[config.mk]
export PLATFORM = sky130hd
export DESIGN_NAME = brw_bus_ready
export DESIGN_NICKNAME = d
export VERILOG_FILES = /design/src/pkg/brw_pkg.sv /design/src/rtl/brw_queue_mem.sv /design/src/rtl/brw_bus_ready.sv
export SDC_FILE = /design/constraint.sdc
export NUM_CORES = 1
export LEC_CHECK = 0
export BUFFER_PORTS_ARGS = -buffer_cell sky130_fd_sc_hd__buf_2
export CAP_MARGIN = 0
export CORE_MARGIN = 2
export CORE_UTILIZATION = 30
export DETAILED_ROUTE_END_ITERATION = 16
export PLACE_DENSITY = 0.55
export SKIP_LAST_GASP = 1
export SLEW_MARGIN = 20
export SYNTH_ARGS = -nofsm -noshare
export SYNTH_HDL_FRONTEND = slang
export SYNTH_SLANG_ARGS = --single-unit
[constraint.sdc]
create_clock -name clk -period 3.2 [get_ports clk]
set_input_delay 0.64 -clock clk [delete_from_list [all_inputs] [get_ports clk]]
set_output_delay 0.64 -clock clk [all_outputs]
set_load 0.02 [all_outputs]
[src/pkg/brw_pkg.sv]
// package: bus states, request carriers and constants for the ready and wait-state block
package brw_pkg;
  // ************************************************************
  // bus state machine
  // ************************************************************
  typedef enum logic [5:0] {
    ST_IDLE   = 6'h01, // idle_state
    ST_FIRST  = 6'h02,
    ST_SECOND = 6'h04, // second_bus_state
    ST_THIRD  = 6'h08, // third_bus_state
    ST_WAIT   = 6'h10, // wait_state
    ST_FINAL  = 6'h20  // final_bus_state
  } brw_state_t;

  // ************************************************************
  // widths, depths, reset values
  // ************************************************************
  localparam int ADDR_W = 20;
  localparam int DATA_W = 16;
  localparam int QUEUE_DEPTH = 6;  // prefetch queue bytes
  localparam int QPTR_W = 3;
  localparam logic SYNC_RESET_VAL = 1'b0;
  localparam logic [ADDR_W-1:0] FETCH_ADDR_RESET = 20'hFFFF0;
  localparam logic [QPTR_W:0] QUEUE_FULL_BYTES = 4'h6;

  // ************************************************************
  // carriers
  // ************************************************************
  typedef struct packed {
    logic valid;
    logic write;
    logic ignore_ready; // internal register or chip select says ignore ready
    logic [ADDR_W-1:0] addr;
    logic [DATA_W-1:0] wdata;
    logic byte_only;
  } brw_req_t;

  typedef struct packed {
    logic cycle_active;
    logic is_fetch;
    logic is_write;
    logic ignore_ready;
    logic [ADDR_W-1:0] addr;
    logic word;
  } brw_cycle_t;

  // fetch address step: full word from even address, single byte from odd
  function automatic logic [ADDR_W-1:0] brw_next_fetch(input logic [ADDR_W-1:0] a);
    brw_next_fetch = a[0] ? a + 20'h00001 : a + 20'h00002;
  endfunction
endpackage

[src/rtl/brw_queue_mem.sv]
// prefetch queue storage: small byte memory with registered read data
`timescale 1ns/100ps
module brw_queue_mem
  import brw_pkg::*;
(
  input wire logic clk,
  input wire logic nrst,
  input wire logic wr_en,
  input wire logic [QPTR_W-1:0] wr_addr,
  input wire logic [7:0] wr_data,
  input wire logic [QPTR_W-1:0] rd_addr,
  output logic [7:0] rd_data
);
  logic [7:0] mem_reg [QUEUE_DEPTH];
  logic [7:0] rd_data_reg;
  logic [7:0] rd_data_next;

  // registered read; a byte written on the same edge is passed through so a fresh head is not stale
  always_comb
  begin
    rd_data_next = (wr_en && wr_addr == rd_addr) ? wr_data : mem_reg[rd_addr];
  end

  // memory is not reset; contents are only read behind the valid count
  always_ff @(posedge clk)
  begin
    if (wr_en)
    begin
      mem_reg[wr_addr] <= wr_data;
    end
  end

  always_ff @(posedge clk or negedge nrst)
  begin
    if (!nrst)
    begin
      rd_data_reg <= 8'h00;
    end
    else
    begin
      rd_data_reg <= rd_data_next;
    end
  end

  assign rd_data = rd_data_reg;
endmodule

[src/rtl/brw_bus_ready.sv]
// bus cycle sequencer with ready sampling, wait states and prefetch queue
// Behaviour
// - wait only when sync ready and latch-gated async ready are both low; either ends the cycle
// - wait states repeat without limit while neither ready is active
// - ignore ready for internal registers and ready-ignoring chip-select regions
// - async ready passes a resolution flop then a second latch flop
// - latch stage high passes live async level; low forces not-ready
// - async ready early and held gives zero wait states
// - async ready low at either stage generates wait states
// - sync ready sampled only at the edge ending third and wait states
// - sync ready active at sample goes straight to final state next
// - sync ready inactive at sample inserts a wait state next
// - sync ready changes away from sampling points cause no harm
// - bus idles while queue full and no read or write requested
// - prefetch runs independently of execution consuming the queue
// - fetches are even-address words, except after a jump to odd
`timescale 1ns/100ps
module brw_bus_ready
  import brw_pkg::*;
(
  input wire logic clk,
  input wire logic nrst,
  input wire logic sync_ready_in,
  input wire logic async_ready_in,
  input wire brw_req_t exec_req,
  output logic exec_ack,
  output logic [DATA_W-1:0] exec_rdata,
  input wire logic jump_valid,
  input wire logic [ADDR_W-1:0] jump_addr,
  input wire logic queue_pop,
  output logic queue_valid,
  output logic [7:0] queue_byte,
  output brw_cycle_t cycle_out,
  output brw_state_t bus_state,
  input wire logic [DATA_W-1:0] bus_rdata,
  output logic [DATA_W-1:0] bus_wdata
);
  // ************************************************************
  // async ready synchroniser
  // ************************************************************
  logic resolve_reg, resolve_next;
  logic latch_reg, latch_next;
  logic async_ok;

  // first flop only feeds the second flop
  always_comb
  begin
    resolve_next = async_ready_in;
    latch_next = resolve_reg;
  end

  always_ff @(posedge clk or negedge nrst)
  begin
    if (!nrst)
    begin
      resolve_reg <= SYNC_RESET_VAL;
      latch_reg <= SYNC_RESET_VAL;
    end
    else
    begin
      resolve_reg <= resolve_next;
      latch_reg <= latch_next;
    end
  end

  // latched stage gates the live pin: a low at either stage means wait
  assign async_ok = latch_reg & async_ready_in;

  // ************************************************************
  // bus state machine
  // ************************************************************
  brw_state_t state_reg, state_next;
  brw_cycle_t cyc_reg, cyc_next;
  logic [ADDR_W-1:0] fetch_reg, fetch_next;
  logic [DATA_W-1:0] rdata_reg, rdata_next;
  logic [DATA_W-1:0] wdata_reg, wdata_next;
  logic ack_reg, ack_next;
  logic flush_reg, flush_next;
  logic [QPTR_W:0] count_reg, count_next;
  logic [QPTR_W-1:0] wptr_reg, wptr_next;
  logic [QPTR_W-1:0] rptr_reg, rptr_next;
  logic ready_now;
  logic room_word;
  logic push_lo, push_hi;
  logic [QPTR_W-1:0] wptr_inc;

  // ready decision only looked at in third and wait states
  assign ready_now = cyc_reg.ignore_ready | sync_ready_in | async_ok;
  assign room_word = (count_reg + 4'h2) <= QUEUE_FULL_BYTES;

  function automatic logic [QPTR_W-1:0] ptr_inc(input logic [QPTR_W-1:0] p);
    ptr_inc = (p == 3'(QUEUE_DEPTH - 1)) ? 3'h0 : p + 3'h1;
  endfunction

  always_comb
  begin
    state_next = state_reg;
    cyc_next = cyc_reg;
    fetch_next = fetch_reg;
    rdata_next = rdata_reg;
    wdata_next = wdata_reg;
    ack_next = 1'b0;
    flush_next = flush_reg | jump_valid;
    case (state_reg)
      ST_IDLE, ST_FINAL:
      begin
        cyc_next.cycle_active = 1'b0;
        // a pending flush ends here; the jump target is already loaded
        if (jump_valid || flush_reg)
        begin
          flush_next = 1'b0;
        end
        // execution requests win over prefetch
        if (exec_req.valid && !ack_reg)
        begin
          cyc_next = '{1'b1, 1'b0, exec_req.write, exec_req.ignore_ready,
                       exec_req.addr, !exec_req.byte_only};
          wdata_next = exec_req.wdata;
          state_next = ST_FIRST;
        end
        else if (!jump_valid && !flush_reg && room_word)
        begin
          // prefetch in parallel with execution
          cyc_next = '{1'b1, 1'b1, 1'b0, 1'b0, fetch_reg, !fetch_reg[0]};
          state_next = ST_FIRST;
        end
        else
        begin
          state_next = ST_IDLE;
        end
      end
      ST_FIRST:
      begin
        state_next = ST_SECOND;
      end
      ST_SECOND:
      begin
        state_next = ST_THIRD;
      end
      ST_THIRD, ST_WAIT:
      begin
        // inputs looked at only here, so other edges are harmless
        if (ready_now)
        begin
          state_next = ST_FINAL;
          rdata_next = bus_rdata;
          if (!cyc_reg.is_fetch)
          begin
            ack_next = 1'b1;
          end
          else if (!flush_reg)
          begin
            fetch_next = brw_next_fetch(fetch_reg);
          end
        end
        else
        begin
          state_next = ST_WAIT;
        end
      end
      default:
      begin
        state_next = ST_IDLE;
      end
    endcase
    // a jump retargets fetching in any state, so a mid-cycle jump is not lost
    if (jump_valid)
    begin
      fetch_next = jump_addr;
    end
  end

  always_ff @(posedge clk or negedge nrst)
  begin
    if (!nrst)
    begin
      state_reg <= ST_IDLE;
      cyc_reg <= '0;
      fetch_reg <= FETCH_ADDR_RESET;
      rdata_reg <= 16'h0000;
      wdata_reg <= 16'h0000;
      ack_reg <= 1'b0;
      flush_reg <= 1'b0;
    end
    else
    begin
      state_reg <= state_next;
      cyc_reg <= cyc_next;
      fetch_reg <= fetch_next;
      rdata_reg <= rdata_next;
      wdata_reg <= wdata_next;
      ack_reg <= ack_next;
      flush_reg <= flush_next;
    end
  end

  // ************************************************************
  // prefetch queue
  // ************************************************************
  // fetch data land at the end of the ready state; a flushed fetch is dropped
  logic fetch_done;
  assign fetch_done = (state_reg == ST_THIRD || state_reg == ST_WAIT) && ready_now
                      && cyc_reg.is_fetch && !jump_valid && !flush_reg;
  assign push_lo = fetch_done;
  assign push_hi = fetch_done && cyc_reg.word;
  assign wptr_inc = ptr_inc(wptr_reg);

  logic pop_ok;
  logic [7:0] push_byte;
  logic push_any;
  logic [QPTR_W-1:0] push_addr;
  logic hi_pending_reg, hi_pending_next;
  logic [7:0] hi_byte_reg, hi_byte_next;

  // the odd byte of a word is written one cycle later through the single port
  always_comb
  begin
    hi_pending_next = push_hi;
    hi_byte_next = bus_rdata[15:8];
    pop_ok = queue_pop && (count_reg != 4'h0);
    push_any = push_lo || hi_pending_reg;
    push_addr = wptr_reg;
    push_byte = hi_pending_reg ? hi_byte_reg :
                (cyc_reg.addr[0] ? bus_rdata[15:8] : bus_rdata[7:0]);
    wptr_next = push_any ? ptr_inc(wptr_reg) : wptr_reg;
    rptr_next = pop_ok ? ptr_inc(rptr_reg) : rptr_reg;
    count_next = count_reg + {3'h0, push_lo} + {3'h0, push_hi} - {3'h0, pop_ok};
    if (jump_valid)
    begin
      // jump flushes the queue
      wptr_next = 3'h0;
      rptr_next = 3'h0;
      count_next = 4'h0;
      hi_pending_next = 1'b0;
    end
  end

  always_ff @(posedge clk or negedge nrst)
  begin
    if (!nrst)
    begin
      count_reg <= 4'h0;
      wptr_reg <= 3'h0;
      rptr_reg <= 3'h0;
      hi_pending_reg <= 1'b0;
      hi_byte_reg <= 8'h00;
    end
    else
    begin
      count_reg <= count_next;
      wptr_reg <= wptr_next;
      rptr_reg <= rptr_next;
      hi_pending_reg <= hi_pending_next;
      hi_byte_reg <= hi_byte_next;
    end
  end

  brw_queue_mem u_queue
  (
    .clk(clk),
    .nrst(nrst),
    .wr_en(push_any && !jump_valid),
    .wr_addr(push_addr),
    .wr_data(push_byte),
    .rd_addr(rptr_next),
    .rd_data(queue_byte)
  );

  // head byte is valid as soon as it is stored; a word's low byte does not wait for its high byte
  assign queue_valid = (count_reg != 4'h0) && !(count_reg == 4'h1 && hi_pending_reg)
                       && !(hi_pending_reg && count_reg == 4'h2 && wptr_inc == rptr_reg);
  assign exec_ack = ack_reg;
  assign exec_rdata = rdata_reg;
  assign cycle_out = cyc_reg;
  assign bus_state = state_reg;
  assign bus_wdata = wdata_reg;

  // ************************************************************
  // assertions
  // ************************************************************
  a_wait_needs_low: assert property (@(posedge clk) disable iff (!nrst)
    (state_reg == ST_THIRD || state_reg == ST_WAIT) && state_next == ST_WAIT
    |-> !sync_ready_in && !async_ok && !cyc_reg.ignore_ready)
    else $error("wait state inserted while ready active");
  a_sync_ends: assert property (@(posedge clk) disable iff (!nrst)
    (state_reg == ST_THIRD || state_reg == ST_WAIT) && sync_ready_in
    |=> state_reg == ST_FINAL)
    else $error("sync ready did not end cycle");
  a_not_ready_waits: assert property (@(posedge clk) disable iff (!nrst)
    (state_reg == ST_THIRD || state_reg == ST_WAIT) && !ready_now
    |=> state_reg == ST_WAIT)
    else $error("not ready did not wait");
  a_ignore_ready: assert property (@(posedge clk) disable iff (!nrst)
    state_reg == ST_THIRD && cyc_reg.ignore_ready |=> state_reg == ST_FINAL)
    else $error("ready not ignored");
  a_sync_chain: assert property (@(posedge clk) disable iff (!nrst)
    1'b1 |=> latch_reg == $past(resolve_reg) && resolve_reg == $past(async_ready_in))
    else $error("synchroniser chain broken");
  a_async_gate: assert property (@(posedge clk) disable iff (!nrst)
    !latch_reg |-> !async_ok)
    else $error("async ready passed while latched low");
  a_cycle_order: assert property (@(posedge clk) disable iff (!nrst)
    state_reg == ST_FIRST |=> state_reg == ST_SECOND ##1 state_reg == ST_THIRD)
    else $error("bus state order wrong");
  a_zero_wait: assert property (@(posedge clk) disable iff (!nrst)
    state_reg == ST_FIRST && async_ready_in ##1 async_ready_in ##1 async_ready_in
    |-> state_next == ST_FINAL)
    else $error("wait inserted despite early async ready");
  a_idle_full: assert property (@(posedge clk) disable iff (!nrst)
    state_reg == ST_IDLE && !room_word && !exec_req.valid && !flush_reg
    |=> state_reg == ST_IDLE)
    else $error("bus left idle with full queue");
  a_even_fetch: assert property (@(posedge clk) disable iff (!nrst)
    state_reg == ST_FIRST && cyc_reg.is_fetch && !cyc_reg.addr[0] |-> cyc_reg.word)
    else $error("even fetch not a word");
  a_reset_sync: assert property (@(posedge clk)
    $rose(nrst) |-> !latch_reg)
    else $error("synchroniser not cleared");

  c_zero_wait: cover property (@(posedge clk) disable iff (!nrst)
    state_reg == ST_THIRD ##1 state_reg == ST_FINAL);
  c_many_waits: cover property (@(posedge clk) disable iff (!nrst)
    state_reg == ST_WAIT [*3] ##1 state_reg == ST_FINAL);
  c_exec_cycle: cover property (@(posedge clk) disable iff (!nrst) exec_ack);
  c_odd_fetch: cover property (@(posedge clk) disable iff (!nrst)
    state_reg == ST_FIRST && cyc_reg.is_fetch && cyc_reg.addr[0]);
endmodule

# Yosys cells after proc, flatten, opt, wreduce, memory -nomap -nowiden
# Memory sizes are Yosys's and may differ from the RTL's. A register that Yosys moved wholly into a read port is not among the register bits.
# Cells that the tools add are included.
# word_totals
reg_bits	106
ramBits	48
input_bits	82
word_cells	112
n_memories	1
# op_classes
addsub	8
magnitude_cmp	1
n_eq_ne	12
mux	29
bitwise	4
n_reduce_logical	38
# memory_table
name	words	word_bits	rd	rd_ports_with_merged_regs	wr	line	text
u_queue.mem_reg	6	8	1	1	1	brw_queue_mem.sv:14	logic [7:0] mem_reg [QUEUE_DEPTH];
# ops
operator	n
2-to-1 mux 20 bit	6
2-to-1 mux 25 bit	2
case mux 6 bit (4 select lines)	1
adder 20 x 1 -> 20 bit, second input constant	1
adder 20 x 2 -> 20 bit, second input constant	1
2-to-1 mux 3 bit	6
2-to-1 mux 8 bit	2
logical AND 1 bit	15
nonzero test 2 bit	5
adder 4 x 1 -> 4 bit	2
logical NOT 1 bit	8
2-to-1 mux 1 bit	8
adder 3 x 1 -> 3 bit, second input constant	2
== test 3 bit, second input constant	2
== test 6 x 1 -> 1 bit, second input constant	1
== test 6 x 2 -> 1 bit, second input constant	1
== test 6 x 3 -> 1 bit, second input constant	1
== test 6 x 4 -> 1 bit, second input constant	1
== test 6 x 5 -> 1 bit, second input constant	1
== test 6 bit, second input constant	1
2-to-1 mux 6 bit	1
AND reduction 2 bit	3
adder 4 x 2 -> 4 bit, second input constant	1
== test 4 x 1 -> 1 bit, second input constant	1
other kinds (13)	19

# Logic depth before layout (Yosys ltp)
# logic_depth
depth_word	10
ltp_mapped	13
mapped_depth_nobuf	13

# Hierarchy
# Synthesis repeated with hierarchy kept, for this count alone.
# hier_totals
hier_cells	537
hier_area_um2	7228.2
# by_module_without_submodules
module	instances	cells_per_inst	area_per_inst_um2	seq_area_each_um2
brw_bus_ready	1	432	4976.0	2673.8
brw_queue_mem	1	105	2252.2	1641.6

# Least setup slack after synthesis
# Ideal clock, no wire load.
# synth_path
kind	register to register
startpoint	reg state_reg[1] (netlist: bus_state[1])
endpoint	reg count_reg[2]
setup_ns	0.132
arrival_ns	2.892
slack_ns	0.177
path_stages_with_launch	12
n_path_buf	0
period_less_slack_ns	3.023
path_cell_list	dfrtp_1 -> nor4_1 -> nand3_2 -> inv_2 -> and3_2 -> and2_1 -> inv_1 -> ha_1 -> fa_1 -> fa_1 -> xor2_1 -> nor2_1
# synth_via
elab_chain_len	10
elab_cells_between_ends	12
# synth_rtl
item	line	text
from (decl)	brw_bus_ready.sv:72	brw_state_t state_reg, state_next;
from (signal assigned)	brw_bus_ready.sv:187	state_reg <= state_next;
== test 6 x 4 -> 1 bit or == test 6 x 5 -> 1 bit (tied branches)	brw_bus_ready.sv:202	assign fetch_done = (state_reg == ST_THIRD || state_reg == ST_WAIT) && ready_now
logical OR 1 bit *	brw_bus_ready.sv:202	
logical AND 1 bit *	brw_bus_ready.sv:202	
logical AND 1 bit * (3 in a row)	brw_bus_ready.sv:203	&& cyc_reg.is_fetch && !jump_valid && !flush_reg;
adder 4 x 1 -> 4 bit or logical AND 1 bit (tied branches)	brw_bus_ready.sv:227, brw_bus_ready.sv:205	
adder 4 x 1 -> 4 bit *	brw_bus_ready.sv:227	count_next = count_reg + {3'h0, push_lo} + {3'h0, push_hi} - {3'h0, pop_ok};
subtractor 4 x 1 -> 4 bit *	brw_bus_ready.sv:227	
2-to-1 mux 4 bit *	brw_bus_ready.sv:228	if (jump_valid)
via count_next[2]	brw_bus_ready.sv:79	logic [QPTR_W:0] count_reg, count_next;
to (signal assigned)	brw_bus_ready.sv:250	count_reg <= count_next;
to (decl)	brw_bus_ready.sv:79	
# Mark *: on every way through the listed nets, which the timed path passes. The rest lies on a longest branch.
# A chain may end at the register's enable or synchronous reset.

# Worst setup path after layout
# layout_path
startpoint	reg wptr_reg[2] (netlist: push_addr[2])
endpoint	out queue_valid
# layout_via
elab_chain_len	6
elab_cells_between_ends	7
# layout_rtl
item	line	text
from (decl)	brw_bus_ready.sv:80	logic [QPTR_W-1:0] wptr_reg, wptr_next;
from (signal assigned)	brw_bus_ready.sv:251	wptr_reg <= wptr_next;
adder 3 x 1 -> 3 bit or == test 3 bit (tied branches)	brw_bus_ready.sv:92	ptr_inc = (p == 3'(QUEUE_DEPTH - 1)) ? 3'h0 : p + 3'h1;
2-to-1 mux 3 bit *	brw_bus_ready.sv:92	
== test 3 bit *	brw_bus_ready.sv:271	&& !(hi_pending_reg && count_reg == 4'h2 && wptr_inc == rptr_reg);
logical AND 1 bit *	brw_bus_ready.sv:271	
logical NOT 1 bit *	brw_bus_ready.sv:271	
logical AND 1 bit *	brw_bus_ready.sv:271	
to (decl)	brw_bus_ready.sv:31	output logic queue_valid,
# Every way passes the cells marked *; elsewhere a longest branch is shown, timed or not.

==> impl_results.md <==
- # IOs: 155
- Vias in the first global route: 5,632
- Post-DP Area: 8835 µm²
- Fraction of the mapped netlist area in simple logic gates: 20.75%
- Worst path cell trace: nor2b_1 > a21oi_1 > o221ai_1 > o21ai_0 > o31ai_1 > a31oi_1 > buf_2
- Yosys warns: 0
- Longest Clk Path Bufs: 2
- Die Wd: 163.4 µm
- PD cells: 838.0 nW/µm²
- HPWL after detailed placement: 14,550 µm
- Worst-margin pin slew: 833.9 ps
- Core Region: 25,040 µm²
- Clock root buffer: clkbuf_16
- Avg WL per Cell: 16.35 µm
- Fin. Hold Viols: 0
- Mapped Area: 7622 µm²
- Area growth, synth to finish: 23.52%
- Synth Area per Inst: 10.34 µm²
- Residual DRC count: 0
- DR vias/cell: 4.789
- Net Sw Frac: 38.52%
- Net switching power figure: 3.040 mW
- Place WS: 176.7 ps
- Layout cell share with drive strength beyond 1: 27.77%
- Initial DRC Count: 375
- Final ANT Viol Nets: 0
- Met1 global-route usage: 23.09%
- Layout Cells excl Fill: 1,243
- Max stage delay on crit path: 520 ps
- Worst vdd ir: 0.3509 mV
- XOR/XNOR share of the synthesized area: 2.856%
- Final Skew: 10.59 ps
- Cells after Synth: 737
- TritonCTS clock tree: built
- Tmin final: 2993 ps
- Cell Int Power: 4.851 mW
- Worst-path clk slew: 70 ps
- Clock Power Share: 25.4%
- Site row count: 58
- FF+latch count, synth: 162
- Clk_lat worst skew: 430 ps
- Max Cap Viol: 0
- Max-slew violations: 0
- Most frequent cells in the layout: nand2_1 (183), buf_2 (153), dfrtp_1 (97)
- CP startpoint kind: flip-flop
- Synth Area in Adders: 1.510%
- Die height: 163.4 µm
- Setup TNS Final: 0 ps
- H-Tree Depth: 4
- Final GP Congestion: 0.7765
- CP max FO: 13
- Synth async-reset ratio: 70.37%
- Via count: 5,953
- Seq/Total Area, Yosys: 56.62%
- Reg2reg setup slack: 240 ps
- Slew headroom: 43.70%
- Post-cts gate resize count: 0
- RR Endpoint: count_reg[2]$_DFF_PN0_
- PortBufs: 154
- Main combinational cell family by area after synthesis: simple AND/OR/NAND/NOR gates
- Max Fclk: 334.1 MHz
- Most used DFF post-synth: dfrtp_1
- CTS Buf Count: 17
- Buf/Inv on CP: 1
- Grt total ovfl: 0
- Grt met3 use: 3.174%
- Worst setup path class: flip-flop to output pin
- Final period util: 93.54%
- Pin count of the biggest net entering global routing: 73
- Number of flops mapped to enable cells by yosys: 48
- CP top delay family: compound AO/OA/AOI/OAI gates
- Routed WL: 20,320 µm
- Placed cell count: 1,209
- Global-route wire length before repair: 32,030 µm
- CTS Sinks: 162
- Logic pwr share: 36.8%
- Total power: 7.890 mW
- Status: finished, final reports clean
- Seq pwr share: 37.8%
- Initial antenna violation count: 2
- Post-synthesis compound-gate area fraction: 12.26%
- DRT Pass-1 Iters: 5
- Largest register FFs: 48
- Initial Util: 30.44%
- R2R depth: 11
- Hold Crit Class: primary input to asynchronous set/reset pin
- Hold_buf cts: 0
- Final worst slack: 206.9 ps
- Total track usage: 15.51%
- Final net count: 988
- Leakage: 4.206 nW
- RSZ-0062 raised after global routing: no
- Arrival @ worst endpoint: 2350 ps
- Grt peak-use layer: met1
- Die area: 26,700 µm²
- R2r startpoint: bus_state[1]$_DFF_PN0_
- Most common cell after layout, fill and taps aside: nand2_1
- Mux contribution to synthesized area: 2.643%
- Critical path's slowest cell: dfrtp_1
- Critical path endpoint category: output pin
- Post-CTS Setup Bufs: 0
- Synthesized net count: 827
- Final non-filler cell area: 9415 µm²
- Worst Path Required: 2560 ps
- Met2 Resource Use GR: 22.42%
- # setup viols final: 0
- Count of cell types in the netlist: 73
-- power by group through the flow --
stage	clock network, mW	registers [mW]	logic [mW]
final	2.01	2.98	2.90
after floorplan	0	3.41	1.51
after global routing	2.16	3.04	3.18
after CTS	2.06	2.98	2.93
after detailed placement	0	3.01	2.93
after global placement	0	3.01	2.90
-- through the flow --
stage / hold WS, ps / utilization (%)
2_1_floorplan: 331.2 / -
3_3_place_gp: 353.4 / 35.29
6_report: 210.1 / 37.61
3_5_place_dp: 344.2 / 35.29
5_1_grt: 244.0 / 37.61
4_1_cts: 230.5 / 37.59
-- routing by layer --
| metal | wire (µm) | vias to the layer above |
|---|---|---|
| li1 | - | 2913 |
| met4 | 302 | 0 |
| met2 | 9302 | 130 |
| met5 | 0 | - |
| met1 | 9911 | 2890 |
| met3 | 803 | 20 |
-- kinds of logic after synthesis --
family,after synthesis
DFF,162
AOI/OAI and AO/OA,130
and+or+nand+nor,335
buffers and inverters,58
adders and majority gates,8
xor gates and xnor gates,24
muxes,20
-- worst max-delay path by stage --
stage | startpoint | slack (ps) | end | depth (start not counted)
final | push_addr[2]$_DFFE_PN0P_ | 210 | queue_valid | 7
after global routing | push_addr[0]$_DFFE_PN0P_ | 30 | queue_valid | 7
after CTS | push_addr[0]$_DFFE_PN0P_ | 230 | queue_valid | 7
after detailed placement | sync_ready_in | 180 | count_reg[2]$_DFF_PN0_ | 12
after global placement | sync_ready_in | 210 | count_reg[2]$_DFF_PN0_ | 12
after floorplan | bus_state[1]$_DFF_PN0_ | 180 | count_reg[2]$_DFF_PN0_ | 11
-- synthesized netlist by cell type (3+ instances only) --
cell type	instances	share of area [%]
o21ai_0	37	2.4
o22ai_1	7	0.57
nor3b_1	6	0.59
a32oi_1	7	0.80
nand2_1	183	9.0
and3_1	3	0.25
a31o_1	7	0.80
a21o_1	9	0.89
a222oi_1	3	0.39
mux2i_1	19	2.5
edfxtp_1	48	19
a22oi_1	12	1.2
inv_1	17	0.84
a31oi_1	3	0.25
dfrtp_1	97	32
clkbuf_1	23	1.1
a22o_1	3	0.34
nand3_1	26	1.7
ha_1	6	0.98
a21oi_1	14	0.92
a32o_1	6	0.79
xnor2_1	16	1.8
inv_2	3	0.15
nor4_1	3	0.25
buf_1	6	0.30
nand4_1	9	0.74
and2_1	3	0.25
dfstp_2	17	5.9
nor2b_1	10	0.82
nor2_1	39	1.9
xor2_1	7	0.80
nor3_1	16	1.1
buf_2	4	0.26
buf_6	4	0.59
nand3b_1	8	0.79
nand2b_1	4	0.33
-- final cells by class --
cell class	count	area [µm²]
antenna	2	5.005
tap	330	412.9
fill	2544	15620
multi-input combinational	517	3050
timing repair buffer	180	980.9
clock buffer	19	454.2
clock inverter	13	121.4
inverter	20	75.07
sequential	162	4315
Note: power is estimated with default switching activity, not from simulation.
